## src/device_config_pkg.sv

```systemverilog
// Package for the device configuration register bank.
// Assumes a byte-addressed host port with accesses of 1 to 4 bytes inside one word.
package device_config_pkg;

  // ---------------------------------------------------------------
  // Byte offsets inside a channel window
  // ---------------------------------------------------------------
  localparam logic [7:0] OFS_CHANNEL_SERVICE_FLAGS = 8'h80;
  localparam logic [7:0] OFS_IRQ_CODE_BYTE_ONE = 8'h81;
  localparam logic [7:0] OFS_TIMER_COMMAND = 8'h84;
  localparam logic [7:0] OFS_RESERVED_A = 8'h85;
  localparam logic [7:0] OFS_TIMER_PERIOD_LOW = 8'h86;
  localparam logic [7:0] OFS_TIMER_PERIOD_HIGH = 8'h87;
  localparam logic [7:0] OFS_OVERSAMPLE_BY8 = 8'h88;
  localparam logic [7:0] OFS_OVERSAMPLE_BY4 = 8'h89;
  localparam logic [7:0] OFS_CHANNEL_SOFT_RESET = 8'h8A;
  localparam logic [7:0] OFS_CHANNEL_SLEEP = 8'h8B;
  localparam logic [7:0] OFS_DEVICE_REVISION = 8'h8C;
  localparam logic [7:0] OFS_DEVICE_IDENTITY = 8'h8D;
  localparam logic [7:0] OFS_EEPROM_CONTROL = 8'h8E;
  localparam logic [7:0] OFS_PIN_IRQ_MASK_LOW = 8'h8F;
  localparam logic [7:0] OFS_PIN_LEVEL_LOW = 8'h90;
  localparam logic [7:0] OFS_PIN_TRISTATE_LOW = 8'h91;
  localparam logic [7:0] OFS_PIN_INVERT_LOW = 8'h92;
  localparam logic [7:0] OFS_PIN_SELECT_LOW = 8'h93;
  localparam logic [7:0] OFS_PIN_OPEN_DRAIN_LOW = 8'h94;
  localparam logic [7:0] OFS_PIN_IRQ_MASK_HIGH = 8'h95;
  localparam logic [7:0] OFS_PIN_LEVEL_HIGH = 8'h96;
  localparam logic [7:0] OFS_PIN_TRISTATE_HIGH = 8'h97;
  localparam logic [7:0] OFS_PIN_INVERT_HIGH = 8'h98;
  localparam logic [7:0] OFS_PIN_SELECT_HIGH = 8'h99;
  localparam logic [7:0] OFS_PIN_OPEN_DRAIN_HIGH = 8'h9A;
  localparam logic [7:0] OFS_RESERVED_TAIL = 8'h9B;

  // Bank geometry: bytes 0x80..0x9B, window bit selects channel
  localparam int BANK_BYTES = 28;
  localparam int CHAN_SEL_BIT = 10;

  // Reset values
  localparam logic [7:0] RST_ZERO = 8'h00;
  localparam logic [7:0] RST_PIN_SELECT = 8'hFF;

  // Field positions in the code byte: channel 0 low, channel 1 above it
  localparam int CODE_CH0_LSB = 0;
  localparam int CODE_CH1_LSB = 3;

  // Pin configuration carried to the pin block
  typedef struct packed {
    logic [15:0] irq_mask;
    logic [15:0] level;
    logic [15:0] tristate;
    logic [15:0] invert;
    logic [15:0] select;
    logic [15:0] open_drain;
  } pin_cfg_t;

  // Host access request
  typedef struct packed {
    logic        req;
    logic        we;
    logic [10:0] addr;
    logic [1:0]  size;
    logic [31:0] wdata;
  } host_req_t;

endpackage : device_config_pkg

```

## src/device_config_register_bank.sv

```systemverilog
// Device configuration register bank, seen through both channel windows.
// Assumes the host port gives a byte address, a size (bytes minus one) and
// word-aligned data lanes; an access never crosses a word boundary.
//
// Overview of operation
// Four interrupt bytes read-only, reset zero
// Timer control, reserved, period bytes reset zero
// Per-channel bytes change only caller's bit
// Soft reset write-only, self clears after done
// Sleep byte read/write, bit per channel
// Pin interrupt mask low/high, reset zero
// Pin level control low/high, reset zero
// Pin tristate control low/high, reset zero
// Pin input inversion low/high, reset zero
// Pin open-drain enables low/high, reset zero
// Word access, lowest address in lane 0
// Pin select resets ones; tail reads zero
// Oversample bytes per channel; id bytes 8C-8D
// Accesses of 8, 16, 24, 32 bits
// Bank mirrored in both channel windows
// Wake after full sleep; byte0 read clears
`timescale 1ns/10ps
module device_config_register_bank
  import device_config_pkg::*;
#(
  parameter logic [7:0] REVISION = 8'h01, // Arbitrary value
  parameter logic [7:0] IDENTITY = 8'h5A  // Arbitrary value
) (
  // Clock and reset
  input  wire logic core_clk_i,
  input  wire logic rst_n_i,
  // Host access port
  input  device_config_pkg::host_req_t host_i,
  output logic        ack_o,
  output logic [31:0] rdata_o,
  // Interrupt sources from the channels
  input  wire logic [1:0] chan_irq_i,
  input  wire logic [5:0] chan_code_i,
  // Channel soft reset handshake
  input  wire logic [1:0] chan_reset_done_i,
  output logic [1:0] chan_reset_o,
  // Channel controls
  output logic [1:0] oversample_by8_o,
  output logic [1:0] oversample_by4_o,
  output logic [1:0] chan_sleep_o,
  output logic wake_irq_o,
  // Timer, EEPROM and pin configuration
  output logic [7:0] timer_command_o,
  output logic [15:0] timer_period_o,
  output logic [7:0] eeprom_control_o,
  output device_config_pkg::pin_cfg_t pin_cfg_o
);
  import device_config_pkg::*;

  // ---------------------------------------------------------------
  // Address decode
  // ---------------------------------------------------------------
  logic        in_bank;
  logic        chan;
  logic [2:0]  word_idx;
  logic [2:0]  end_lane;
  logic [3:0]  lane_en;
  logic        wr;
  logic        rd;

  // Same bank answers in both windows; bit 10 only names the caller
  assign in_bank = (host_i.addr[9:5] == 5'b0_0100) && (host_i.addr[4:2] != 3'b111);
  assign chan = host_i.addr[CHAN_SEL_BIT];
  assign word_idx = host_i.addr[4:2];
  // Starting lane plus size sets the covered lanes, clipped at the word end
  assign end_lane = {1'b0, host_i.addr[1:0]} + {1'b0, host_i.size};
  assign wr = host_i.req && host_i.we && in_bank;
  assign rd = host_i.req && !host_i.we && in_bank;

  // Lane enables, one per byte lane
  genvar l;
  generate
    for (l = 0; l < 4; l++) begin : g_lane
      assign lane_en[l] = (3'(l) >= {1'b0, host_i.addr[1:0]}) && (3'(l) <= end_lane);
    end
  endgenerate

  // ---------------------------------------------------------------
  // Interrupt status bytes
  // ---------------------------------------------------------------
  logic [31:0] irq_q;
  logic [31:0] irq_d;

  // Sampled from the channels only; host writes never reach them
  assign irq_d = {16'h0000,
                  2'b00, chan_code_i[5:3], chan_code_i[2:0],
                  6'b00_0000, chan_irq_i};

  // Status capture
  always_ff @(posedge core_clk_i or negedge rst_n_i) begin
    if (!rst_n_i) begin
      irq_q <= 32'h0000_0000;
    end else begin
      irq_q <= irq_d;
    end
  end

  // ---------------------------------------------------------------
  // Byte storage
  // ---------------------------------------------------------------
  logic [7:0] regs_q [BANK_BYTES];
  logic [7:0] rd_byte [BANK_BYTES];
  logic [BANK_BYTES-1:0] byte_wr;
  logic [7:0] own_bit;

  // Only the caller's bit is writable in the per-channel bytes
  assign own_bit = chan ? 8'h02 : 8'h01;

  genvar b;
  generate
    for (b = 0; b < BANK_BYTES; b++) begin : g_byte
      localparam logic [7:0] OFS = 8'(8'h80 + b);
      localparam bit IS_CHAN = (OFS >= OFS_OVERSAMPLE_BY8) && (OFS <= OFS_CHANNEL_SLEEP);
      localparam bit IS_RO = (OFS <= OFS_IRQ_CODE_BYTE_ONE + 8'h02) ||
                             (OFS == OFS_RESERVED_A) || (OFS == OFS_DEVICE_REVISION) ||
                             (OFS == OFS_DEVICE_IDENTITY) || (OFS == OFS_RESERVED_TAIL);
      localparam logic [7:0] RST = ((OFS == OFS_PIN_SELECT_LOW) ||
                                    (OFS == OFS_PIN_SELECT_HIGH)) ? RST_PIN_SELECT : RST_ZERO;
      localparam logic [7:0] WMASK = IS_RO ? 8'h00 : 8'hFF;
      logic [7:0] wmask;
      logic [7:0] wbyte;
      logic [7:0] done_clr;
      logic [7:0] next;

      // Write decode for this byte
      assign byte_wr[b] = wr && (word_idx == 3'(b / 4)) && lane_en[b % 4];
      assign wmask = IS_CHAN ? own_bit : WMASK;
      assign wbyte = host_i.wdata[8*(b%4) +: 8];
      // Soft reset bits drop once the channel reports the reset done
      assign done_clr = (OFS == OFS_CHANNEL_SOFT_RESET) ? {6'b00_0000, chan_reset_done_i}
                                                         : 8'h00;
      // A new request in the same cycle as the done wins over the clear
      assign next = byte_wr[b] ? ((regs_q[b] & ~done_clr & ~wmask) | (wbyte & wmask))
                               : (regs_q[b] & ~done_clr);

      // Byte register
      always_ff @(posedge core_clk_i or negedge rst_n_i) begin
        if (!rst_n_i) begin
          regs_q[b] <= RST;
        end else begin
          regs_q[b] <= next & WMASK;
        end
      end

      // Read value of this byte
      if (b < 4) begin : g_irq
        assign rd_byte[b] = irq_q[8*b +: 8];
      end else if (OFS == OFS_CHANNEL_SOFT_RESET) begin : g_wo
        assign rd_byte[b] = 8'h00;
      end else if (OFS == OFS_DEVICE_REVISION) begin : g_rev
        assign rd_byte[b] = REVISION;
      end else if (OFS == OFS_DEVICE_IDENTITY) begin : g_id
        assign rd_byte[b] = IDENTITY;
      end else begin : g_rw
        assign rd_byte[b] = regs_q[b];
      end
    end
  endgenerate

  // ---------------------------------------------------------------
  // Read data path
  // ---------------------------------------------------------------
  logic [31:0] rdata_d;
  logic [31:0] word_mux;

  // Lowest address lands in lane 0 of the word
  assign word_mux = {rd_byte[{word_idx, 2'b11}], rd_byte[{word_idx, 2'b10}],
                     rd_byte[{word_idx, 2'b01}], rd_byte[{word_idx, 2'b00}]};
  // Lanes outside the access and addresses outside the bank read zero
  assign rdata_d = rd ? (word_mux & {{8{lane_en[3]}}, {8{lane_en[2]}},
                                     {8{lane_en[1]}}, {8{lane_en[0]}}}) : 32'h0000_0000;

  // Answer one cycle after the request, for every request
  always_ff @(posedge core_clk_i or negedge rst_n_i) begin
    if (!rst_n_i) begin
      ack_o <= 1'b0;
      rdata_o <= 32'h0000_0000;
    end else begin
      ack_o <= host_i.req;
      rdata_o <= rdata_d;
    end
  end

  // ---------------------------------------------------------------
  // Wake-up indicator
  // ---------------------------------------------------------------
  logic all_asleep_q;
  logic wake_set;
  logic wake_clr;

  // Wake after both channels were asleep and one leaves sleep
  assign wake_set = all_asleep_q && (regs_q[11][1:0] != 2'b11);
  assign wake_clr = rd && (word_idx == 3'b000) && lane_en[0];

  // Sleep history and sticky wake flag; set beats clear
  always_ff @(posedge core_clk_i or negedge rst_n_i) begin
    if (!rst_n_i) begin
      all_asleep_q <= 1'b0;
      wake_irq_o <= 1'b0;
    end else begin
      all_asleep_q <= (regs_q[11][1:0] == 2'b11);
      wake_irq_o <= wake_set || (wake_irq_o && !wake_clr);
    end
  end

  // ---------------------------------------------------------------
  // Outputs taken straight from the byte registers
  // ---------------------------------------------------------------
  assign timer_command_o = regs_q[4];
  assign timer_period_o = {regs_q[7], regs_q[6]};
  assign oversample_by8_o = regs_q[8][1:0];
  assign oversample_by4_o = regs_q[9][1:0];
  assign chan_reset_o = regs_q[10][1:0];
  assign chan_sleep_o = regs_q[11][1:0];
  assign eeprom_control_o = regs_q[14];
  assign pin_cfg_o.irq_mask = {regs_q[21], regs_q[15]};
  assign pin_cfg_o.level = {regs_q[22], regs_q[16]};
  assign pin_cfg_o.tristate = {regs_q[23], regs_q[17]};
  assign pin_cfg_o.invert = {regs_q[24], regs_q[18]};
  assign pin_cfg_o.select = {regs_q[25], regs_q[19]};
  assign pin_cfg_o.open_drain = {regs_q[26], regs_q[20]};

  // ---------------------------------------------------------------
  // Assertions
  // ---------------------------------------------------------------
  logic [1:0] sleep_prev;
  assign sleep_prev = regs_q[11][1:0];

  property p_status_tracks;
    @(posedge core_clk_i) disable iff (!rst_n_i)
      ##1 irq_q[7:0] == {6'b00_0000, $past(chan_irq_i)};
  endproperty
  a_status_tracks: assert property (p_status_tracks)
    else $error("status byte does not follow channel flags");

  property p_period_write;
    @(posedge core_clk_i) disable iff (!rst_n_i)
      (wr && word_idx == 3'b001 && host_i.size == 2'b11 && host_i.addr[1:0] == 2'b00)
      |=> timer_period_o == $past(host_i.wdata[31:16]);
  endproperty
  a_period_write: assert property (p_period_write)
    else $error("timer period not written");

  property p_other_chan_kept;
    @(posedge core_clk_i) disable iff (!rst_n_i)
      (wr && word_idx == 3'b010 && lane_en[3] && !chan)
      |=> chan_sleep_o[1] == $past(chan_sleep_o[1]);
  endproperty
  a_other_chan_kept: assert property (p_other_chan_kept)
    else $error("other channel sleep bit changed");

  property p_reset_read_zero;
    @(posedge core_clk_i) disable iff (!rst_n_i)
      (rd && word_idx == 3'b010 && lane_en[2]) |=> ack_o && rdata_o[23:16] == 8'h00;
  endproperty
  a_reset_read_zero: assert property (p_reset_read_zero)
    else $error("soft reset byte readable");

  property p_reset_self_clear;
    @(posedge core_clk_i) disable iff (!rst_n_i)
      (chan_reset_o[0] && chan_reset_done_i[0] && !byte_wr[10]) |=> !chan_reset_o[0];
  endproperty
  a_reset_self_clear: assert property (p_reset_self_clear)
    else $error("soft reset bit did not clear");

  property p_sleep_own_bit;
    @(posedge core_clk_i) disable iff (!rst_n_i)
      (wr && word_idx == 3'b010 && lane_en[3] && chan)
      |=> chan_sleep_o[1] == $past(host_i.wdata[25]);
  endproperty
  a_sleep_own_bit: assert property (p_sleep_own_bit)
    else $error("sleep bit not written by own channel");

  property p_ack_latency;
    @(posedge core_clk_i) disable iff (!rst_n_i)
      host_i.req |=> ack_o ##1 (ack_o == $past(host_i.req));
  endproperty
  a_ack_latency: assert property (p_ack_latency)
    else $error("answer not one cycle after request");

  property p_tail_zero;
    @(posedge core_clk_i) disable iff (!rst_n_i)
      (rd && word_idx == 3'b110 && lane_en[3]) |=> rdata_o[31:24] == 8'h00;
  endproperty
  a_tail_zero: assert property (p_tail_zero)
    else $error("reserved tail byte not zero");

  property p_wake_clear;
    @(posedge core_clk_i) disable iff (!rst_n_i)
      (wake_clr && !wake_set) |=> !wake_irq_o;
  endproperty
  a_wake_clear: assert property (p_wake_clear)
    else $error("wake flag survived status read");

  property p_wake_set;
    @(posedge core_clk_i) disable iff (!rst_n_i)
      ($past(sleep_prev) == 2'b11 && sleep_prev != 2'b11) |=> wake_irq_o;
  endproperty
  a_wake_set: assert property (p_wake_set)
    else $error("wake flag not raised");

  property p_code_bytes;
    @(posedge core_clk_i) disable iff (!rst_n_i)
      ##1 irq_q[31:8] == {16'h0000, 2'b00, $past(chan_code_i)};
  endproperty
  a_code_bytes: assert property (p_code_bytes)
    else $error("interrupt code bytes do not follow channels");

  property p_timer_command_write;
    @(posedge core_clk_i) disable iff (!rst_n_i)
      (wr && word_idx == 3'b001 && lane_en[0])
      |=> timer_command_o == $past(host_i.wdata[7:0]);
  endproperty
  a_timer_command_write: assert property (p_timer_command_write)
    else $error("timer command byte not written");

  property p_reserved_a_zero;
    @(posedge core_clk_i) disable iff (!rst_n_i)
      (rd && word_idx == 3'b001 && lane_en[1]) |=> rdata_o[15:8] == 8'h00;
  endproperty
  a_reserved_a_zero: assert property (p_reserved_a_zero)
    else $error("reserved timer byte not zero");

  property p_pin_mask_write;
    @(posedge core_clk_i) disable iff (!rst_n_i)
      (wr && word_idx == 3'b011 && lane_en[3])
      |=> pin_cfg_o.irq_mask[7:0] == $past(host_i.wdata[31:24]);
  endproperty
  a_pin_mask_write: assert property (p_pin_mask_write)
    else $error("pin interrupt mask not written");

  property p_pin_level_write;
    @(posedge core_clk_i) disable iff (!rst_n_i)
      (wr && word_idx == 3'b100 && lane_en[0])
      |=> pin_cfg_o.level[7:0] == $past(host_i.wdata[7:0]);
  endproperty
  a_pin_level_write: assert property (p_pin_level_write)
    else $error("pin level byte not written");

  property p_pin_tristate_write;
    @(posedge core_clk_i) disable iff (!rst_n_i)
      (wr && word_idx == 3'b101 && lane_en[3])
      |=> pin_cfg_o.tristate[15:8] == $past(host_i.wdata[31:24]);
  endproperty
  a_pin_tristate_write: assert property (p_pin_tristate_write)
    else $error("pin tristate byte not written");

  property p_pin_invert_write;
    @(posedge core_clk_i) disable iff (!rst_n_i)
      (wr && word_idx == 3'b110 && lane_en[0])
      |=> pin_cfg_o.invert[15:8] == $past(host_i.wdata[7:0]);
  endproperty
  a_pin_invert_write: assert property (p_pin_invert_write)
    else $error("pin invert byte not written");

  property p_open_drain_write;
    @(posedge core_clk_i) disable iff (!rst_n_i)
      (wr && word_idx == 3'b101 && lane_en[0])
      |=> pin_cfg_o.open_drain[7:0] == $past(host_i.wdata[7:0]);
  endproperty
  a_open_drain_write: assert property (p_open_drain_write)
    else $error("pin open-drain byte not written");

  property p_status_word_read;
    @(posedge core_clk_i) disable iff (!rst_n_i)
      (rd && word_idx == 3'b000 && host_i.size == 2'b11 && host_i.addr[1:0] == 2'b00)
      |=> rdata_o == $past(irq_q);
  endproperty
  a_status_word_read: assert property (p_status_word_read)
    else $error("status word lanes out of order");

  property p_by4_own_bit;
    @(posedge core_clk_i) disable iff (!rst_n_i)
      (wr && word_idx == 3'b010 && lane_en[1] && !chan)
      |=> oversample_by4_o == {$past(oversample_by4_o[1]), $past(host_i.wdata[8])};
  endproperty
  a_by4_own_bit: assert property (p_by4_own_bit)
    else $error("oversample by4 bit not written by own channel");

  property p_outside_ignored;
    @(posedge core_clk_i) disable iff (!rst_n_i)
      (host_i.req && host_i.we && !in_bank)
      |=> pin_cfg_o == $past(pin_cfg_o) && timer_period_o == $past(timer_period_o);
  endproperty
  a_outside_ignored: assert property (p_outside_ignored)
    else $error("write outside the bank changed a register");

endmodule : device_config_register_bank

```

## config.mk

```make
export PLATFORM = sky130hd
export DESIGN_NAME = device_config_register_bank
export DESIGN_NICKNAME = d
export VERILOG_FILES = /design/src/device_config_pkg.sv /design/src/device_config_register_bank.sv
export SDC_FILE = /design/constraint.sdc
export NUM_CORES = 1
export LEC_CHECK = 0
export BUFFER_PORTS_ARGS = -buffer_cell sky130_fd_sc_hd__buf_4
export CAP_MARGIN = 20
export CORE_MARGIN = 10
export CORE_UTILIZATION = 47
export CTS_CLUSTER_SIZE = 12
export DETAILED_ROUTE_END_ITERATION = 8
export GPL_TIMING_DRIVEN = 0
export PLACE_DENSITY = 0.82
export SKIP_LAST_GASP = 1
export SLEW_MARGIN = 20
export SYNTH_ARGS = -nofsm -noshare
export SYNTH_HDL_FRONTEND = slang
export SYNTH_SLANG_ARGS = --single-unit
```

## constraint.sdc

```tcl
create_clock -name core_clk_i -period 1.1 [get_ports core_clk_i]
set_input_delay 0 -clock core_clk_i [delete_from_list [all_inputs] [get_ports core_clk_i]]
set_output_delay 0 -clock core_clk_i [all_outputs]
set_load 0.02 [all_outputs]
```

==> key figures, run 1 <==
Global route
  • First-pass GRT wire length: about 40 mm
  • Pin count of the biggest net entering global routing: 99
  • Number of antenna violations at the first check in global routing: 0
  • Overflow after GRT: 0
  • Vias in the first global route: 6750
  • GR Util All Layers: 23.5%

Final layout
  • Fin nets: 966
  • Commonest non-fill, non-tap cell in the layout: buf_4
  • Commonest cells after routing, fill and taps aside: buf_4 (225), dfrtp_1 (163), mux2_2 (126)
  • End-of-flow core utilization: between 70% and 80%
  • N_diodes: 0
  • Share of layout cells above drive strength 1: approximately three fifths
  • Syn-to-layout area delta: 53.8%
  • Final Instance Area: 11900 sq um

STA
  • Final min period: ~1.7 ns
  • Final setup margin: -0.602 ns
  • Final setup TNS: -61.55 ns
  • Clock Skew: 0.00733 ns
  • RSZ-0062 raised after global routing: true
  • Crit share post-route: 155%
  • Slew headroom: 48.0%
  • Final setup viols: roughly 180
  • Min Hold Slack: 0.0847 ns
  • Max-slew violation count: 0
  • Slew at the pin closest to its max-slew limit: ~0.78 ns
  • Endpoints failing hold: 0
  • F_max: around 590 MHz

Run status
  • Failing checks: setup timing
  • Status: finished, violations left

Worst setup path
  • Crit-path slowest cell: or4_4
  • Critical path launch point: host_i[39]
  • Critical Path AT: ~2 ns
  • R2R depth: 4
  • CP peak stage delay: 0.55 ns
  • R2r startpoint: pin_cfg_o[28]
  • WP data required: ~1.4 ns
  • Cell Chain, Critical Path: buf_6, or4b_4, or4_4, or3_4, mux2_4
  • Crit Path Class: primary input to flop
  • CP Max Fanout: 8
  • Startpoint types: primary input
  • CP Capture Type: flop

Route
  • Vias post-DR: between 6000 and 7000
  • First-pass iteration count of the detailed router: 7
  • Drt drc: 0
  • Via/cell ratio: around 5.5
  • DRT antenna net count: 0
  • Initial drt markers: ~300
  • Wirelength, routed: ~26 mm
  • Mean routed wirelength per cell: 23.3 um

Logic synthesis
  • Post-synth top area share: 52.7%
  • Ys Warns: 0
  • Avg Cell Area, Syn: roughly 13 sq um
  • Unique cell type count in the Yosys netlist: 38
  • Main flop type after synthesis: dfrtp_1
  • Yosys reg bits: ~180
  • Asr flop ratio synth: 100%
  • Sequential element share of the synthesized area: between 50% and 60%
  • Cell count after synthesis: between 500 and 600
  • Area contributors post-synth: dfrtp_1 (53%), mux2_2 (21%), mux2i_1 (6.3%)
  • Synth area leader: dfrtp_1
  • Synth Net Count: 640
  • Mapped Area: 7740 sq um
  • Post-synth EDFFs: 0

Power and ir drop
  • NetSw: 3.47 mW
  • Leak Pwr: around 5.9 nW
  • Design Power: roughly 15 mW
  • Clk pwr share: 43.9%
  • Internal Pwr Total: 11.2 mW
  • Sw Share: a little under a quarter
  • P per Cell Area: between 1000 and 1500 nW/um^2
  • Peak VDD IR: ~1.0 mV
  • Flop pwr share: 45.8%
  • Logic pwr share: between 10% and 20%

Placed design
  • Post-detail-place hpwl: roughly 18 mm
  • Post-DP Area: 9820 sq um
  • # port buffers: between 200 and 250
  • Gpl congestion: approximately 0.88

Run
  • Max cap viols: 0

Floorplan
  • CORE AREA: 16000 sq um
  • Initial Utilization: between 40 and 50%
  • Ports: between 200 and 250
  • Die Area: 22000 sq um
  • Die width: 148 um
  • Die height: ~150 um
  • Row Count: 46

Clock network
  • Clock transition at path regs: ~0.060 ns
  • H-tree depth: 4
  • Clock latency on the worst-skew pair: ~0.43 ns
  • Clock buffer depth: 2
  • CTS tree: yes
  • CTS buffer count: 17
  • CTS sink cnt: around 180
  • Clock Root Buffer: clkbuf_16

Min path
  • Hold depth: 4
  • Hold crit path type: primary input to flop
  • Min-delay src: host_i[35]
[metal layers]
metal / routed length [um] / global-route usage [%] / vias to the layer above
met4: 720 / 9.46 / 0
met1: 10700 / 28.2 / 3185
met3: 2040 / 8.07 / 45
met2: 13000 / 38.1 / 223
met5: 0 / 0 / -
li1: - / - / 2750
[logic make-up (layout without fill, tap and decap cells)]
family	count (synthesis)	count (layout)	synth area share, %
multiplexers	190	190	26.9
adder cells (fa/ha/maj)	2	2	0.420
flip-flops	179	179	58.1
buffers and inverters	30	369	1.67
AO/OA/AOI/OAI	63	63	5.69
AND/OR/NAND/NOR	115	115	7.21
[registers in the layout, summed over array words and instances (netlist names), named ones only]
name and cells:
wake_irq_o 1, ack_o 1, timer_command_o 8, eeprom_control_o 8
chan_reset_o 2, irq_q 8, rdata_o 32, all_asleep_q 1
pin_cfg_o 96, timer_period_o 16
[area by class of cell]
class | instances | area [sq um]
clock buffer | 21 | 450
inverter | 7 | 26.3
multi-input combinational | 370 | 3660
buffer | 19 | 134
tap | 216 | 270
timing repair buffer | 311 | 2690
sequential | 179 | 4500
fill | 999 | 4100
clock inverter | 11 | 175
[synth_stat cells, types with 2 or more instances]
library cell    n
a211oi_1        5
a21oi_1        19
a22oi_1         7
and3_1          2
buf_1           7
buf_6           2
clkbuf_1       13
dfrtp_1       163
dfstp_2        16
inv_1           7
mux2_2        141
mux2i_1        49
nand2_1        16
nand2b_1        6
nand3_1        15
nand3b_1        4
nor2_1         47
nor2b_1         8
nor3_1          4
nor3b_1         2
nor4_1          2
o21ai_0         5
o22a_1         11
o2bb2ai_1      12
or2_2           2
or3_1           2
[power by group through the flow]
| stage | Combinational, mW | Sequential (mW) | Clock [mW] |
|---|---|---|---|
| final | 1.51 | 6.74 | 6.46 |
| after global routing | 1.59 | 6.75 | 6.90 |
| after CTS | 1.39 | 6.74 | 6.57 |
| after detailed placement | 1.09 | 6.86 | 0 |
| after global placement | 1.07 | 6.85 | 0 |
| after floorplan | 0.363 | 6.94 | 0 |
[path summary, 6_finish.rpt]
check,to,slack [ns]
max,pin_cfg_o[67],-0.60
min reg2reg,wake_irq_o,0.49
max in group asynchronous,pin_cfg_o[14],0.17
min,rdata_o[6],0.08
min in group asynchronous,pin_cfg_o[55],0.10
max reg2reg,rdata_o[12],-0.07
[what timing repair did]
action | CTS | global route
setup buffers | 26 | 13
pin swaps | 28 | 12
hold buffers | 45 | 0
cloned | 0 | 0
gates resized for setup | 121 | 53
setup endpoints to repair | 185 | 283
hold endpoints to repair | 226 | 0
[worst max-delay path: cells and delay by family]
| family | cells | cell delay (ns) |
|---|---|---|
| buf+inv | 1 | 0.09 |
| mux | 1 | 0.32 |
| simple gates | 3 | 1.60 |
[per-stage QoR]
stage,worst slack [ns],cells
after global placement,-1.55,1021
after CTS,-0.687,1124
after global routing,-0.607,1134
final,-0.602,1134
after detailed placement,-1.45,1022
after floorplan,-0.944,579
(Power assumes the default switching activity.)
==> run 2, diff against run 1 <==
--- a/config.mk
+++ b/config.mk
@@ -6,13 +6,14 @@
 export NUM_CORES = 1
 export LEC_CHECK = 0
 export BUFFER_PORTS_ARGS = -buffer_cell sky130_fd_sc_hd__buf_4
-export CAP_MARGIN = 20
+export CAP_MARGIN = 10
 export CORE_MARGIN = 10
-export CORE_UTILIZATION = 47
+export CORE_UTILIZATION = 26
 export CTS_CLUSTER_SIZE = 12
 export DETAILED_ROUTE_END_ITERATION = 8
 export GPL_TIMING_DRIVEN = 0
-export PLACE_DENSITY = 0.82
+export PLACE_DENSITY = 0.53
+export SKIP_CTS_REPAIR_TIMING = 1
 export SKIP_LAST_GASP = 1
 export SLEW_MARGIN = 20
 export SYNTH_ARGS = -nofsm -noshare
==> key figures, run 2 (same netlist as run 1, synthesis figures left out) <==
Route
  • First-pass iteration count of the detailed router: 4
  • Mean routed wirelength per cell: between 20 and 25 um
  • Wirelength, routed: about 30 mm
  • Drt drc: 0
  • Via/cell ratio: 4.60
  • Vias post-DR: approximately 6000
  • DRT antenna net count: 0
  • Initial drt markers: between 200 and 300

Power and ir drop
  • Logic pwr share: a little over 10%
  • Clk pwr share: a little over two fifths
  • Flop pwr share: between 40% and 50%
  • P per Cell Area: about 1200 nW/um^2
  • Internal Pwr Total: 10.6 mW
  • Design Power: ~14 mW
  • Peak VDD IR: roughly 0.70 mV
  • Sw Share: a little over a quarter
  • Leak Pwr: roughly 5.8 nW
  • NetSw: ~3.8 mW

Global route
  • Pin count of the biggest net entering global routing: about 90
  • Number of antenna violations at the first check in global routing: 3
  • Vias in the first global route: a little over 6000
  • First-pass GRT wire length: slightly above 40 mm
  • Overflow after GRT: 0
  • GR Util All Layers: ~15%

STA
  • Crit share post-route: 161%
  • Slew at the pin closest to its max-slew limit: 0.704 ns
  • Final setup margin: -0.673 ns
  • Final setup viols: 178
  • F_max: approximately 560 MHz
  • Final setup TNS: -75.30 ns
  • Endpoints failing hold: 0
  • Slew headroom: between 50% and 60%
  • RSZ-0062 raised after global routing: true
  • Max-slew violation count: 0
  • Clock Skew: ~0.010 ns
  • Final min period: around 1.8 ns

Worst setup path
  • R2r startpoint: timer_period_o[9]
  • Crit path max-delay family: adder cells
  • Crit Path Class: primary input to flop
  • R2R depth: 4
  • R2r setup slk: -0.06 ns
  • Worst path bufs/invs: 3
  • WP data required: 1.41 ns
  • CP Capture Type: flop
  • Crit-path slowest cell: fa_2
  • Cell Chain, Critical Path: buf_8, ha_4, inv_2, fa_2, a22oi_2, nor3b_4, buf_6, nand2_8, mux2_4
  • CP Max Fanout: 8
  • Worst r2r dst: rdata_o[25]
  • Critical Path AT: between 2 and 2.5 ns
  • CP peak stage delay: 0.45 ns
  • Startpoint types: primary input

Final layout
  • Max reg flops: 96
  • Fillers: slightly below 3000
  • Fin nets: between 900 and 1000
  • Commonest non-fill, non-tap cell in the layout: buf_4
  • Syn-to-layout area delta: 55.2%
  • Commonest cells after routing, fill and taps aside: buf_4 (221), dfrtp_1 (163), mux2_2 (128)
  • Share of layout cells above drive strength 1: between 50% and 60%

Clock network
  • CTS buffer count: 17
  • Clock Root Buffer: clkbuf_16
  • Clock buffer depth: 2
  • Clock transition at path regs: 0.08 ns
  • H-tree depth: 4
  • CTS sink cnt: 179
  • Clock latency on the worst-skew pair: approximately 0.44 ns
  • CTS tree: yes

Min path
  • Hold depth: 5
  • Hold Crit Endpoint: rdata_o[13]
  • Hold crit path type: primary input to flop
  • Min-delay src: host_i[35]

Floorplan
  • Ports: 229
  • Initial Utilization: between 20% and 30%
  • CORE AREA: just under 30000 sq um
  • Row Count: 63
  • Die Area: roughly 37000 sq um
  • Die height: between 150 and 200 um
  • Die width: roughly 190 um

Placed design
  • Post-detail-place hpwl: roughly 21 mm
  • Gpl congestion: between 0.7 and 0.8
  • # port buffers: between 200 and 250

Run status
  • Status: finished, violations left
  • Failing checks: setup timing

Run
  • Max cap viols: 0
run 2: power groups by stage:
stage	clock network, mW	registers, mW	logic [mW]
finish	6.20	6.74	1.49
detailed placement	0	6.86	1.16
global placement	0	6.86	1.14
CTS	6.41	6.73	1.16
floorplan	0	6.94	0.363
global route	6.72	6.75	1.61
run 2: worst min-delay path: cells and delay by family:
kind,cells,cell delay [ns]
AOI/OAI and AO/OA,1,0.07
buffers and inverters,2,0.26
and+or+nand+nor,2,0.16
run 2: worst max path at each step:
stage / from / depth (start not counted) / slack [ns] / to
final: host_i[34] / 9 / -0.67 / timer_period_o[3]
after CTS: host_i[36] / 7 / -1.11 / rdata_o[12]
after global routing: host_i[34] / 9 / -0.75 / timer_period_o[3]
after global placement: host_i[39] / 6 / -1.69 / chan_reset_o[1]
after floorplan: host_i[39] / 6 / -0.94 / pin_cfg_o[64]
after detailed placement: host_i[36] / 6 / -1.56 / rdata_o[1]
run 2: per-stage QoR:
stage	cell area [sq um]	util, %	hold WS [ns]	setup slack (ns)	instances
after global routing	12000	40.7	0.0967	-0.754	1300
after CTS	10600	36.1	-0.682	-1.11	1229
after global placement	10000	33.9	0.111	-1.69	1195
after detailed placement	10100	34.1	-0.211	-1.56	1197
final	12000	40.7	0.0959	-0.673	1302
after floorplan	7810	-	-0.296	-0.944	579
run 2: cell type report:
class	count	area, sq um	area share, %
inverter	7	26.3	0.219
clock inverter	14	145	1.21
timing repair buffer	302	2610	21.7
clock buffer	18	439	3.66
antenna	3	7.51	0.0625
tap	390	488	4.06
multi-input combinational	370	3660	30.5
buffer	19	134	1.12
sequential	179	4500	37.5
run 2: layer usage:
layer | up-vias | part of all wire [%] | track usage [%]
met1 | 3049 | 44 | 19.8
met4 | 0 | 1.8 | 3.55
met5 | - | 0 | 0
met3 | 24 | 6.9 | 5.08
li1 | 2734 | - | -
met2 | 188 | 48 | 24.3
